**src/hdl/fer_pkg.sv**
```systemverilog
// Shared constants and carrier types for the fill error recovery block
package fer_pkg;

  // Register byte offsets on the AXI4-Lite slave
  localparam logic [7:0] OFF_CTRL    = 8'h00; // Enables
  localparam logic [7:0] OFF_STATUS  = 8'h04; // Error status, W1C
  localparam logic [7:0] OFF_ADDR_LO = 8'h08; // Block address [37:6]
  localparam logic [7:0] OFF_ADDR_HI = 8'h0C; // Block address [42:38]
  localparam logic [7:0] OFF_SYND    = 8'h10; // Syndromes qw0, qw1
  localparam logic [7:0] OFF_DATA_CACHE_STATUS = 8'h14; // Data cache status, W1C
  localparam logic [7:0] OFF_PEND    = 8'h18; // Pending posts, W1C
  localparam logic [7:0] OFF_SCRUB   = 8'h1C; // Scrub engine state

  // Control field positions
  localparam int CTRL_CRD_EN  = 0;
  localparam int CTRL_MACHINE_CHECK_EN = 1;
  // Error status field positions
  localparam int ST_I_L2  = 0;
  localparam int ST_I_MEM = 1;
  localparam int ST_D_L2  = 2;
  localparam int ST_D_MEM = 3;
  localparam int ST_PROBE = 4;
  // Pending field positions
  localparam int PD_CRD  = 0;
  localparam int PD_MACHINE_CHECK = 1;

  // Reset values
  localparam logic [1:0]  CTRL_RESET   = 2'h3;
  localparam logic [31:0] READ_UNUSED  = 32'h0000_0000;

  // AXI responses
  localparam logic [1:0] RESP_OKAY   = 2'h0;
  localparam logic [1:0] RESP_SLVERR = 2'h2;

  // Physical block address width, bits 42 down to 6
  localparam int BLK_W = 37;

  // Scrub engine states
  typedef enum logic [1:0] {
    FER_IDLE   = 2'b00,
    FER_EVICT  = 2'b01,
    FER_REFILL = 2'b10,
    FER_RETRY  = 2'b11
  } fer_scrub_t;

  // A checked fill quadword from the second-level cache or memory
  typedef struct packed {
    logic             valid;     // One-cycle strobe
    logic             icache;    // Destined for instruction cache
    logic             from_mem;  // Source is memory, else L2
    logic             feeds_load;
    logic             speculative;
    logic [2:0]       qw_idx;    // Faulty quadword within block
    logic [BLK_W-1:0] blk_addr;  // Physical address [42:6]
    logic [7:0]       syn0;      // Octaword quadword 0 syndrome
    logic [7:0]       syn1;      // Octaword quadword 1 syndrome
  } fer_fill_t;

  // A victim or probe extraction with a single-bit error
  typedef struct packed {
    logic             valid;
    logic             probe;     // Probe extraction
    logic             on_miss;   // Victim on data and L2 miss
    logic             on_evict;  // Victim of evict-block instruction
    logic [BLK_W-1:0] blk_addr;
    logic [7:0]       syn0;
    logic [7:0]       syn1;
  } fer_victim_t;

  // Register write strobe from the bus slave
  typedef struct packed {
    logic        wr;
    logic [7:0]  addr;
    logic [31:0] data;
    logic [3:0]  strb;
  } fer_regwr_t;

endpackage : fer_pkg

```
**src/hdl/fer_axil.sv**
```systemverilog
// AXI4-Lite slave that turns bus traffic into register strobes
`timescale 1ns/1ps
`default_nettype none
module fer_axil (
  // Clock and reset
  input  wire logic              aclk,
  input  wire logic              aresetn,
  // Write address and data
  input  wire logic [7:0]        awaddr,
  input  wire logic              awvalid,
  output var  logic              awready,
  input  wire logic [31:0]       wdata,
  input  wire logic [3:0]        wstrb,
  input  wire logic              wvalid,
  output var  logic              wready,
  // Write response
  output var  logic [1:0]        bresp,
  output var  logic              bvalid,
  input  wire logic              bready,
  // Read address and data
  input  wire logic [7:0]        araddr,
  input  wire logic              arvalid,
  output var  logic              arready,
  output var  logic [31:0]       rdata,
  output var  logic [1:0]        rresp,
  output var  logic              rvalid,
  input  wire logic              rready,
  // Register side
  output var  fer_pkg::fer_regwr_t regwr,
  output var  logic [7:0]        rd_addr,
  input  wire logic [31:0]       rd_data,
  input  wire logic              rd_hit,
  input  wire logic              wr_hit
);

  logic       aw_held;  // Write address captured
  logic       w_held;   // Write data captured
  logic [7:0] aw_q;
  logic [31:0] w_q;
  logic [3:0] s_q;

  // Ready only while the slot is empty and no response waits
  always_comb begin
    awready = !aw_held && !bvalid && !regwr.wr;
    wready  = !w_held && !bvalid && !regwr.wr;
    arready = !rvalid;
    rd_addr = araddr;
  end

  // Address and data taken in either order
  always_ff @(posedge aclk) begin
    if (!aresetn) begin
      aw_held <= 1'b0;
      w_held  <= 1'b0;
      aw_q    <= 8'h00;
      w_q     <= 32'h0000_0000;
      s_q     <= 4'h0;
    end else if (aw_held && w_held) begin
      // Both halves present, the write retires now
      aw_held <= 1'b0;
      w_held  <= 1'b0;
    end else begin
      if (awvalid && awready) begin
        aw_held <= 1'b1;
        aw_q    <= awaddr;
      end
      if (wvalid && wready) begin
        w_held <= 1'b1;
        w_q    <= wdata;
        s_q    <= wstrb;
      end
    end
  end

  // One-cycle write strobe and the response that follows it
  always_ff @(posedge aclk) begin
    if (!aresetn) begin
      regwr  <= '0;
      bvalid <= 1'b0;
      bresp  <= fer_pkg::RESP_OKAY;
    end else begin
      regwr.wr <= aw_held && w_held;
      if (aw_held && w_held) begin
        regwr.addr <= aw_q;
        regwr.data <= w_q;
        regwr.strb <= s_q;
      end
      if (regwr.wr) begin
        bvalid     <= 1'b1;
        bresp      <= wr_hit ? fer_pkg::RESP_OKAY : fer_pkg::RESP_SLVERR;
      end else if (bready) begin
        bvalid <= 1'b0;
      end
    end
  end

  // Read data registered one cycle after the address
  always_ff @(posedge aclk) begin
    if (!aresetn) begin
      rvalid <= 1'b0;
      rdata  <= 32'h0000_0000;
      rresp  <= fer_pkg::RESP_OKAY;
    end else if (arvalid && arready) begin
      rvalid <= 1'b1;
      rdata  <= rd_data;
      rresp  <= rd_hit ? fer_pkg::RESP_OKAY : fer_pkg::RESP_SLVERR;
    end else if (rready) begin
      rvalid <= 1'b0;
    end
  end

endmodule : fer_axil
`default_nettype wire

```
**src/hdl/fer_top.sv**
```systemverilog
// Single-bit fill error recovery: status capture, scrub and posting
//
// Our own choices: the AXI4-Lite slave port and the register addresses.
`timescale 1ns/1ps
`default_nettype none
module fer_top (
  // Clock and reset
  input  wire logic                  aclk,
  input  wire logic                  aresetn,
  // AXI4-Lite write channels
  input  wire logic [7:0]            s_awaddr,
  input  wire logic                  s_awvalid,
  output var  logic                  s_awready,
  input  wire logic [31:0]           s_wdata,
  input  wire logic [3:0]            s_wstrb,
  input  wire logic                  s_wvalid,
  output var  logic                  s_wready,
  output var  logic [1:0]            s_bresp,
  output var  logic                  s_bvalid,
  input  wire logic                  s_bready,
  // AXI4-Lite read channels
  input  wire logic [7:0]            s_araddr,
  input  wire logic                  s_arvalid,
  output var  logic                  s_arready,
  output var  logic [31:0]           s_rdata,
  output var  logic [1:0]            s_rresp,
  output var  logic                  s_rvalid,
  input  wire logic                  s_rready,
  // Checked fill and extraction events
  input  wire fer_pkg::fer_fill_t    fill,
  input  wire fer_pkg::fer_victim_t  victim,
  // Core state
  input  wire logic                  privileged_firmware_mode,
  input  wire logic                  machine_check_withdraw,
  // Load queue scrub handshake
  input  wire logic                  rd_err_req,
  input  wire logic                  evict_done,
  input  wire logic                  refill_done,
  // Instruction cache controls
  output var  logic                  ic_flush,
  output var  logic                  ic_bad_par,
  output var  logic [1:0]            ic_bad_par_ow,
  // Data path controls
  output var  logic                  dc_write_raw,
  output var  logic                  load_wb_raw,
  output var  logic                  lq_hold,
  output var  logic                  replay_trap,
  output var  logic                  map_stall,
  output var  logic                  scrub_evict,
  output var  logic                  scrub_refill,
  output var  logic                  load_retry,
  output var  logic                  fwd_raw,
  // Posted exceptions
  output var  logic                  corrected_read_interrupt,
  output var  logic                  machine_check
);

  // Software enables
  logic [1:0]              ctrl;
  // Error status flags
  logic [4:0]              status;
  // Captured block address, bits 42 down to 6
  logic [fer_pkg::BLK_W-1:0] err_addr;
  // Captured syndromes of the faulty octaword
  logic [7:0]              syndrome0;
  logic [7:0]              syndrome1;
  // Data cache status, load check-code flag only
  logic                    load_check_code_err_flag;
  // Pending posts awaiting firmware
  logic                    crd_pend;
  logic                    machine_check_pend;
  // Scrub engine
  fer_pkg::fer_scrub_t     scrub_state;
  fer_pkg::fer_scrub_t     next_scrub_state;
  // Bus slave hookup
  fer_pkg::fer_regwr_t     regwr;
  logic [7:0]              rd_addr;
  logic [31:0]             rd_data;
  logic                    rd_hit;
  logic                    wr_hit;

  // Event classification
  logic ev_ifill;      // Instruction cache fill error
  logic ev_dfill_use;  // Data fill error feeding a live load
  logic ev_dfill_idle; // Data fill error feeding no load
  logic ev_spec;       // Data fill error on a speculative load
  logic ev_probe;      // Probe extraction error
  logic ev_vic_read;   // Plain or double-miss victim read error
  logic ev_capture;    // Non-speculative fill that latches error information
  logic ev_crd;        // Any event that asks for a corrected-read post
  logic scrub_fin;     // Retry step completes
  logic [4:0] set_st;  // Status flags raised this cycle

  // Byte-lane merge for a register write
  function automatic logic [31:0] lane_merge(
    input logic [31:0] old_v,
    input logic [31:0] new_v,
    input logic [3:0]  strb
  );
    logic [31:0] r;
    r = old_v;
    for (int i = 0; i < 4; i++) begin
      if (strb[i]) begin
        r[8*i +: 8] = new_v[8*i +: 8];
      end
    end
    return r;
  endfunction : lane_merge

  // Address decode shared by read and write
  function automatic logic is_mapped(input logic [7:0] a);
    return (a == fer_pkg::OFF_CTRL)    || (a == fer_pkg::OFF_STATUS)
        || (a == fer_pkg::OFF_ADDR_LO) || (a == fer_pkg::OFF_ADDR_HI)
        || (a == fer_pkg::OFF_SYND)    || (a == fer_pkg::OFF_DATA_CACHE_STATUS)
        || (a == fer_pkg::OFF_PEND)    || (a == fer_pkg::OFF_SCRUB);
  endfunction : is_mapped

  // Write-one-to-clear strobe for a register, set wins elsewhere
  function automatic logic [31:0] w1c(
    input fer_pkg::fer_regwr_t w,
    input logic [7:0]          off
  );
    return (w.wr && w.addr == off) ? lane_merge(32'h0000_0000, w.data,
                                                w.strb) : 32'h0000_0000;
  endfunction : w1c

  // Bus slave
  fer_axil u_axil (
    .aclk    (aclk),
    .aresetn (aresetn),
    .awaddr  (s_awaddr),
    .awvalid (s_awvalid),
    .awready (s_awready),
    .wdata   (s_wdata),
    .wstrb   (s_wstrb),
    .wvalid  (s_wvalid),
    .wready  (s_wready),
    .bresp   (s_bresp),
    .bvalid  (s_bvalid),
    .bready  (s_bready),
    .araddr  (s_araddr),
    .arvalid (s_arvalid),
    .arready (s_arready),
    .rdata   (s_rdata),
    .rresp   (s_rresp),
    .rvalid  (s_rvalid),
    .rready  (s_rready),
    .regwr   (regwr),
    .rd_addr (rd_addr),
    .rd_data (rd_data),
    .rd_hit  (rd_hit),
    .wr_hit  (wr_hit)
  );

  // Sort each checked event into its recovery flow
  always_comb begin
    scrub_fin     = scrub_state == fer_pkg::FER_RETRY;
    ev_ifill      = fill.valid && fill.icache;
    ev_spec       = fill.valid && !fill.icache && fill.feeds_load
                    && fill.speculative;
    ev_dfill_use  = fill.valid && !fill.icache && fill.feeds_load
                    && !fill.speculative;
    ev_dfill_idle = fill.valid && !fill.icache && !fill.feeds_load;
    ev_probe      = victim.valid && victim.probe;
    // Evict-block victims are excluded: they post nothing
    ev_vic_read   = victim.valid && !victim.probe && !victim.on_evict;
    ev_capture    = ev_ifill || ev_dfill_use || ev_dfill_idle;
    ev_crd        = ev_ifill || ev_dfill_idle || ev_spec || ev_probe
                    || ev_vic_read || scrub_fin;
    set_st        = '0;
    set_st[fer_pkg::ST_I_L2]  = ev_ifill && !fill.from_mem;
    set_st[fer_pkg::ST_I_MEM] = ev_ifill && fill.from_mem;
    set_st[fer_pkg::ST_D_L2]  = (ev_dfill_use || ev_dfill_idle)
                                && !fill.from_mem;
    set_st[fer_pkg::ST_D_MEM] = (ev_dfill_use || ev_dfill_idle)
                                && fill.from_mem;
    set_st[fer_pkg::ST_PROBE] = ev_probe;
  end

  // Enables; reset leaves both postings on
  always_ff @(posedge aclk) begin
    if (!aresetn) begin
      ctrl <= fer_pkg::CTRL_RESET;
    end else if (regwr.wr && regwr.addr == fer_pkg::OFF_CTRL) begin
      ctrl <= 2'(lane_merge({30'h0, ctrl}, regwr.data, regwr.strb));
    end
  end

  // Status flags: a new event beats a same-cycle clear
  always_ff @(posedge aclk) begin
    if (!aresetn) begin
      status <= '0;
    end else begin
      status <= (status & ~5'(w1c(regwr, fer_pkg::OFF_STATUS)))
                | set_st;
    end
  end

  // Address and syndromes; speculative and non-probe victim flows leave them, probes load them
  always_ff @(posedge aclk) begin
    if (!aresetn) begin
      err_addr  <= '0;
      syndrome0 <= 8'h00;
      syndrome1 <= 8'h00;
    end else if (ev_capture) begin
      err_addr  <= fill.blk_addr;
      syndrome0 <= fill.syn0;
      syndrome1 <= fill.syn1;
    end else if (ev_probe) begin
      err_addr  <= victim.blk_addr;
      syndrome0 <= victim.syn0;
      syndrome1 <= victim.syn1;
    end
  end

  // Load check-code flag, raised when the scrubbed load retries
  always_ff @(posedge aclk) begin
    if (!aresetn) begin
      load_check_code_err_flag <= 1'b0;
    end else if (scrub_fin) begin
      load_check_code_err_flag <= 1'b1;
    end else if (1'(w1c(regwr, fer_pkg::OFF_DATA_CACHE_STATUS))) begin
      load_check_code_err_flag <= 1'b0;
    end
  end

  // Corrected-read post; firmware clears it, a new event wins
  always_ff @(posedge aclk) begin
    if (!aresetn) begin
      crd_pend <= 1'b0;
    end else if (ev_crd && ctrl[fer_pkg::CTRL_CRD_EN]) begin
      crd_pend <= 1'b1;
    end else if (1'(w1c(regwr, fer_pkg::OFF_PEND) >> fer_pkg::PD_CRD)) begin
      crd_pend <= 1'b0;
    end
  end

  // Machine check post; a squashed speculative fill withdraws it
  always_ff @(posedge aclk) begin
    if (!aresetn) begin
      machine_check_pend <= 1'b0;
    end else if (ev_ifill && ctrl[fer_pkg::CTRL_MACHINE_CHECK_EN]) begin
      machine_check_pend <= 1'b1;
    end else if (machine_check_withdraw || 1'(w1c(regwr, fer_pkg::OFF_PEND)
                 >> fer_pkg::PD_MACHINE_CHECK)) begin
      machine_check_pend <= 1'b0;
    end
  end

  // Exception outputs; the check waits out privileged firmware
  always_ff @(posedge aclk) begin
    if (!aresetn) begin
      corrected_read_interrupt <= 1'b0;
      machine_check            <= 1'b0;
    end else begin
      corrected_read_interrupt <= crd_pend;
      machine_check <= machine_check_pend && !privileged_firmware_mode;
    end
  end

  // Instruction fill: poison octaword parity and flush
  always_ff @(posedge aclk) begin
    if (!aresetn) begin
      ic_flush      <= 1'b0;
      ic_bad_par    <= 1'b0;
      ic_bad_par_ow <= 2'h0;
    end else begin
      ic_flush   <= ev_ifill;
      ic_bad_par <= ev_ifill;
      if (ev_ifill) begin
        // Octaword is the quadword index without its low bit
        ic_bad_par_ow <= fill.qw_idx[2:1];
      end
    end
  end

  // Raw pass-through strobes; no correction on these paths
  always_ff @(posedge aclk) begin
    if (!aresetn) begin
      dc_write_raw <= 1'b0;
      load_wb_raw  <= 1'b0;
      replay_trap  <= 1'b0;
      fwd_raw      <= 1'b0;
    end else begin
      // Unused quadword goes in with its own check bits
      dc_write_raw <= ev_dfill_idle;
      load_wb_raw  <= ev_dfill_use;
      // Trap point is the load itself, never younger than a consumer
      replay_trap  <= ev_dfill_use;
      // Victims and probes leave uncorrected, evict-block included
      fwd_raw      <= victim.valid;
    end
  end

  // Queue hold and map stall live from detection to retry
  always_ff @(posedge aclk) begin
    if (!aresetn) begin
      lq_hold   <= 1'b0;
      map_stall <= 1'b0;
    end else if (ev_dfill_use) begin
      lq_hold   <= 1'b1;
      map_stall <= 1'b1;
    end else if (scrub_fin) begin
      lq_hold   <= 1'b0;
      map_stall <= 1'b0;
    end
  end

  // Scrub engine next state
  always_comb begin
    next_scrub_state = scrub_state;
    unique case (scrub_state)
      fer_pkg::FER_IDLE: begin
        // Only a held load may start a scrub
        if (rd_err_req && lq_hold) begin
          next_scrub_state = fer_pkg::FER_EVICT;
        end
      end
      fer_pkg::FER_EVICT: begin
        if (evict_done) begin
          next_scrub_state = fer_pkg::FER_REFILL;
        end
      end
      fer_pkg::FER_REFILL: begin
        if (refill_done) begin
          next_scrub_state = fer_pkg::FER_RETRY;
        end
      end
      fer_pkg::FER_RETRY: begin
        next_scrub_state = fer_pkg::FER_IDLE;
      end
    endcase
  end

  // Scrub engine state and its request levels
  always_ff @(posedge aclk) begin
    if (!aresetn) begin
      scrub_state  <= fer_pkg::FER_IDLE;
      scrub_evict  <= 1'b0;
      scrub_refill <= 1'b0;
      load_retry   <= 1'b0;
    end else begin
      scrub_state  <= next_scrub_state;
      // Victim buffer eviction cleans the block
      scrub_evict  <= next_scrub_state == fer_pkg::FER_EVICT;
      scrub_refill <= next_scrub_state == fer_pkg::FER_REFILL;
      load_retry   <= next_scrub_state == fer_pkg::FER_RETRY;
    end
  end

  // Register read mux; unmapped addresses read zero with SLVERR
  always_comb begin
    rd_hit  = is_mapped(rd_addr);
    wr_hit  = is_mapped(regwr.addr);
    rd_data = fer_pkg::READ_UNUSED;
    unique case (rd_addr)
      fer_pkg::OFF_CTRL:    rd_data = {30'h0, ctrl};
      fer_pkg::OFF_STATUS:  rd_data = {27'h0, status};
      fer_pkg::OFF_ADDR_LO: rd_data = err_addr[31:0];
      fer_pkg::OFF_ADDR_HI: rd_data = {27'h0, err_addr[36:32]};
      fer_pkg::OFF_SYND:    rd_data = {16'h0, syndrome1, syndrome0};
      fer_pkg::OFF_DATA_CACHE_STATUS: rd_data = {31'h0, load_check_code_err_flag};
      fer_pkg::OFF_PEND:    rd_data = {30'h0, machine_check_pend, crd_pend};
      fer_pkg::OFF_SCRUB:   rd_data = {30'h0, scrub_state};
      default:              rd_data = fer_pkg::READ_UNUSED;
    endcase
  end

endmodule : fer_top
`default_nettype wire

```
**config.mk**
```make
export PLATFORM = sky130hd
export DESIGN_NAME = fer_top
export DESIGN_NICKNAME = d
export VERILOG_FILES = /design/src/hdl/fer_pkg.sv /design/src/hdl/fer_axil.sv /design/src/hdl/fer_top.sv
export SDC_FILE = /design/constraint.sdc
export NUM_CORES = 1
export LEC_CHECK = 0
export BUFFER_PORTS_ARGS = -buffer_cell sky130_fd_sc_hd__buf_2
export CAP_MARGIN = 25
export CORE_MARGIN = 2
export CORE_UTILIZATION = 34
export DETAILED_ROUTE_END_ITERATION = 8
export SYNTH_ARGS = -nofsm -noshare
export SYNTH_HDL_FRONTEND = slang
export SYNTH_HIERARCHICAL = 1
export SYNTH_SLANG_ARGS = --single-unit
```
**constraint.sdc**
```tcl
create_clock -name aclk -period 2.01 [get_ports aclk]
set_clock_uncertainty 0.05 [all_clocks]
set_input_delay 0 -clock aclk [delete_from_list [all_inputs] [get_ports aclk]]
set_output_delay 0 -clock aclk [all_outputs]
set_load 0.02 [all_outputs]
```
==> results.md <==
- Row count: 50
- Slowest cell on the critical path: dlygate4sd3_1
- Maxcap violations: 0
- Iteration-0 DRC Markers: ~360
- Post-Synthesis Cells: 752
- Relative slew slack: 52.7%
- Setup slack after layout: ~0.063 ns
- Placed instance count: 1120
- Psw: about 1.8 mW
- Post-layout min period: 1.95 ns
- # H-tree levels: 4
- Clock share of power: 44.1%
- TritonCTS Buffers: 17
- Fillers: 1760
- Reg2reg start: u_axil/regwr[36]
- Mapped Area: approximately 0.0064 mm²
- Hold EP: dc_write_raw
- Largest delay share family, worst path: buffers and inverters
- Pin count of the biggest net entering global routing: around 110
- Final setup vio count: 0
- Clock Path Buffers: 2
- Router iterations before antenna repair: 5
- Final Cycle Share: 96.8%
- First-pass GRT wire length: around 32000 µm
- CP peak stage delay: between 0.5 and 0.6 ns
- Crit-path max FO: 53
- WS Path Type: primary input to register
- Post-route ant nets: 0
- Via count: roughly 6500
- Area of the die: 0.0201 mm²
- # DRC: 0
- Final setup TNS: 0 ns
- Ports: 238
- Non-Filler Instances: 1302
- CP bufs+invs: 4
- Initial antenna violation count: 2
- Clock slew at reported path FFs: 0.06 ns
- Die Y: 142 µm
- Gate power share: 14.4%
- Unrepaired setup endpoints after global routing: no
- HPWL Detailed: 12500 µm
- Drt wl/cell: roughly 16 µm
- Vias in the first global route: 6172
- Crit path required time: 2.26 ns
- Achievable Freq: about 510 MHz
- Area grow syn2layout: 50.0%
- Final hold vios: 0
- VDD IR max: approximately 0.00052 V
- Via density per instance: 5.00
- Leakage: 4.61 nW
- Sw frac: 24.7%
- Routability congestion estimate: 0.775
- Post-Syn Area per Cell: 8.57 µm²
- Port bufs: 203
- GRT Total Usage: 20.2%
- Hold path depth: 3
- Starting density of the core: 34.6%
- Clock root cell: clkbuf_16
- Pwr Total: 7.43 mW
- Sink Count: 144
- Final slew viol count: 0
- Worst r2r path cells: 4
- Critical Path Start Type: primary input
- CORE AREA: 0.0186 mm²
- CTS tree: built
- Internal power: between 5 and 6 mW
- Overall routed net length: 20900 µm
- Worst skew pair latency: 0.42 ns
- Share of cells above drive strength 1: 25.0%
- Syn. warnings: 6
- Cell Chain, Critical Path: dlygate4sd3_1 -> buf_2 -> nand2_1 -> o21ai_4 -> clkbuf_16 -> nand3_1 -> o211a_1 -> dlygate4sd3_1
- Final Hold Slack: 0.0357 ns
- Slew @ Worst Pin: 0.705 ns
- Status: finished, final reports clean
- Min-delay src: fill[59]
- Most frequent cell on the critical path: dlygate4sd3_1
- Hold Crit Class: primary input to register
- Final nets: 1235
- Pwr dens: around 770 mW/mm²
- Reg power frac: between 40 and 50%
- Die width: 142 µm
- WP data arrival: around 2.2 ns
- Setup WS pre-CTS: 0.218 ns
- Reg-to-Reg End: status[1]
- Crit end category: register
- Overflow after GRT: 0
- R2R Setup Slk: 0.22 ns
==> worst max path at each step <==
stage,depth (start not counted),endpoint,from
CTS,5,u_axil/w_q[4],u_axil/regwr[44]
detailed placement,4,status[1],u_axil/regwr[36]
global placement,4,status[0],u_axil/regwr[36]
finish,8,syndrome0[1],fill[57]
floorplan,4,status[0],u_axil/regwr[36]
global route,8,err_addr[6],fill[57]
==> sequential cells by signal, indices dropped and copies added, names as in the netlist, 2 cells and up <==
signal,flops
u_axil/aw_q,8
u_axil/w_q,5
scrub_state,2
status,5
syndrome1,8
ctrl,2
u_axil/regwr,15
u_axil/rdata,32
ic_bad_par_ow,2
syndrome0,8
err_addr,37
==> power groups by stage <==
| stage | Sequential [mW] | Clock [mW] | Combinational [mW] |
|---|---|---|---|
| after global placement | 3.15 | 0 | 0.777 |
| after global routing | 3.10 | 3.50 | 1.17 |
| after floorplan | 3.13 | 0 | 0.485 |
| after CTS | 3.08 | 3.37 | 1.04 |
| final | 3.08 | 3.28 | 1.07 |
| after detailed placement | 3.15 | 0 | 0.780 |
==> cell usage in the layout (no fill, tap or decap), drive strengths merged, types with 3 or more instances in the layout <==
| master | instances |
|---|---|
| a21boi | 40 |
| a21oi | 3 |
| a22o | 26 |
| a22oi | 5 |
| a32o | 3 |
| and2 | 20 |
| and3 | 5 |
| buf | 221 |
| bufinv | 3 |
| clkbuf | 21 |
| clkinv | 3 |
| clkinvlp | 3 |
| dfxtp | 144 |
| dlygate4sd3 | 144 |
| inv | 8 |
| mux2i | 7 |
| nand2 | 149 |
| nand2b | 6 |
| nand3 | 126 |
| nor2 | 9 |
| nor2b | 8 |
| nor3 | 4 |
| o211a | 56 |
| o21a | 7 |
| o21ai | 19 |
| o32ai | 3 |
==> tightest hold or removal path, stage by stage <==
cell and delay, ns:
buf_2 0.16, nor2b_1 0.11, and3b_1 0.19
==> per-stage QoR <==
| stage | cell area (µm²) | util [%] |
|---|---|---|
| after floorplan | 6440 | - |
| after CTS | 9620 | 51.6 |
| after global routing | 9660 | 51.8 |
| after detailed placement | 7570 | 40.6 |
| after global placement | 7570 | 40.6 |
| final | 9660 | 51.8 |
==> layer usage <==
layer	share of wire, %	vias to the layer above	global-route usage [%]	routed length, µm
met5	0	-	0	0
met4	1.9	0	6.26	393
met3	6.0	24	5.91	1250
met2	47	189	32.8	9750
met1	45	3046	26.0	9450
li1	-	3250	-	-
==> layout make-up <==
| type | count | area [µm²] | share of cell area, % |
|---|---|---|---|
| multi-input combinational | 519 | 3180 | 32.9 |
| sequential | 144 | 2880 | 29.8 |
| timing repair buffer | 366 | 2670 | 27.7 |
| clock buffer | 20 | 457 | 4.73 |
| tap | 234 | 293 | 3.03 |
| clock inverter | 12 | 154 | 1.59 |
| inverter | 5 | 18.8 | 0.194 |
| antenna | 2 | 5.00 | 0.0518 |
==> repair_timing <==
action / 4_1_cts / 5_1_grt
hold buffers: 144 / 0
endpoints found under the setup margin: 0 / 43
buffers inserted: 0 / 3
resized for setup: 0 / 2
hold endpoints to repair: 94 / 0
No activity file was read; power rests on OpenSTA's default activity.
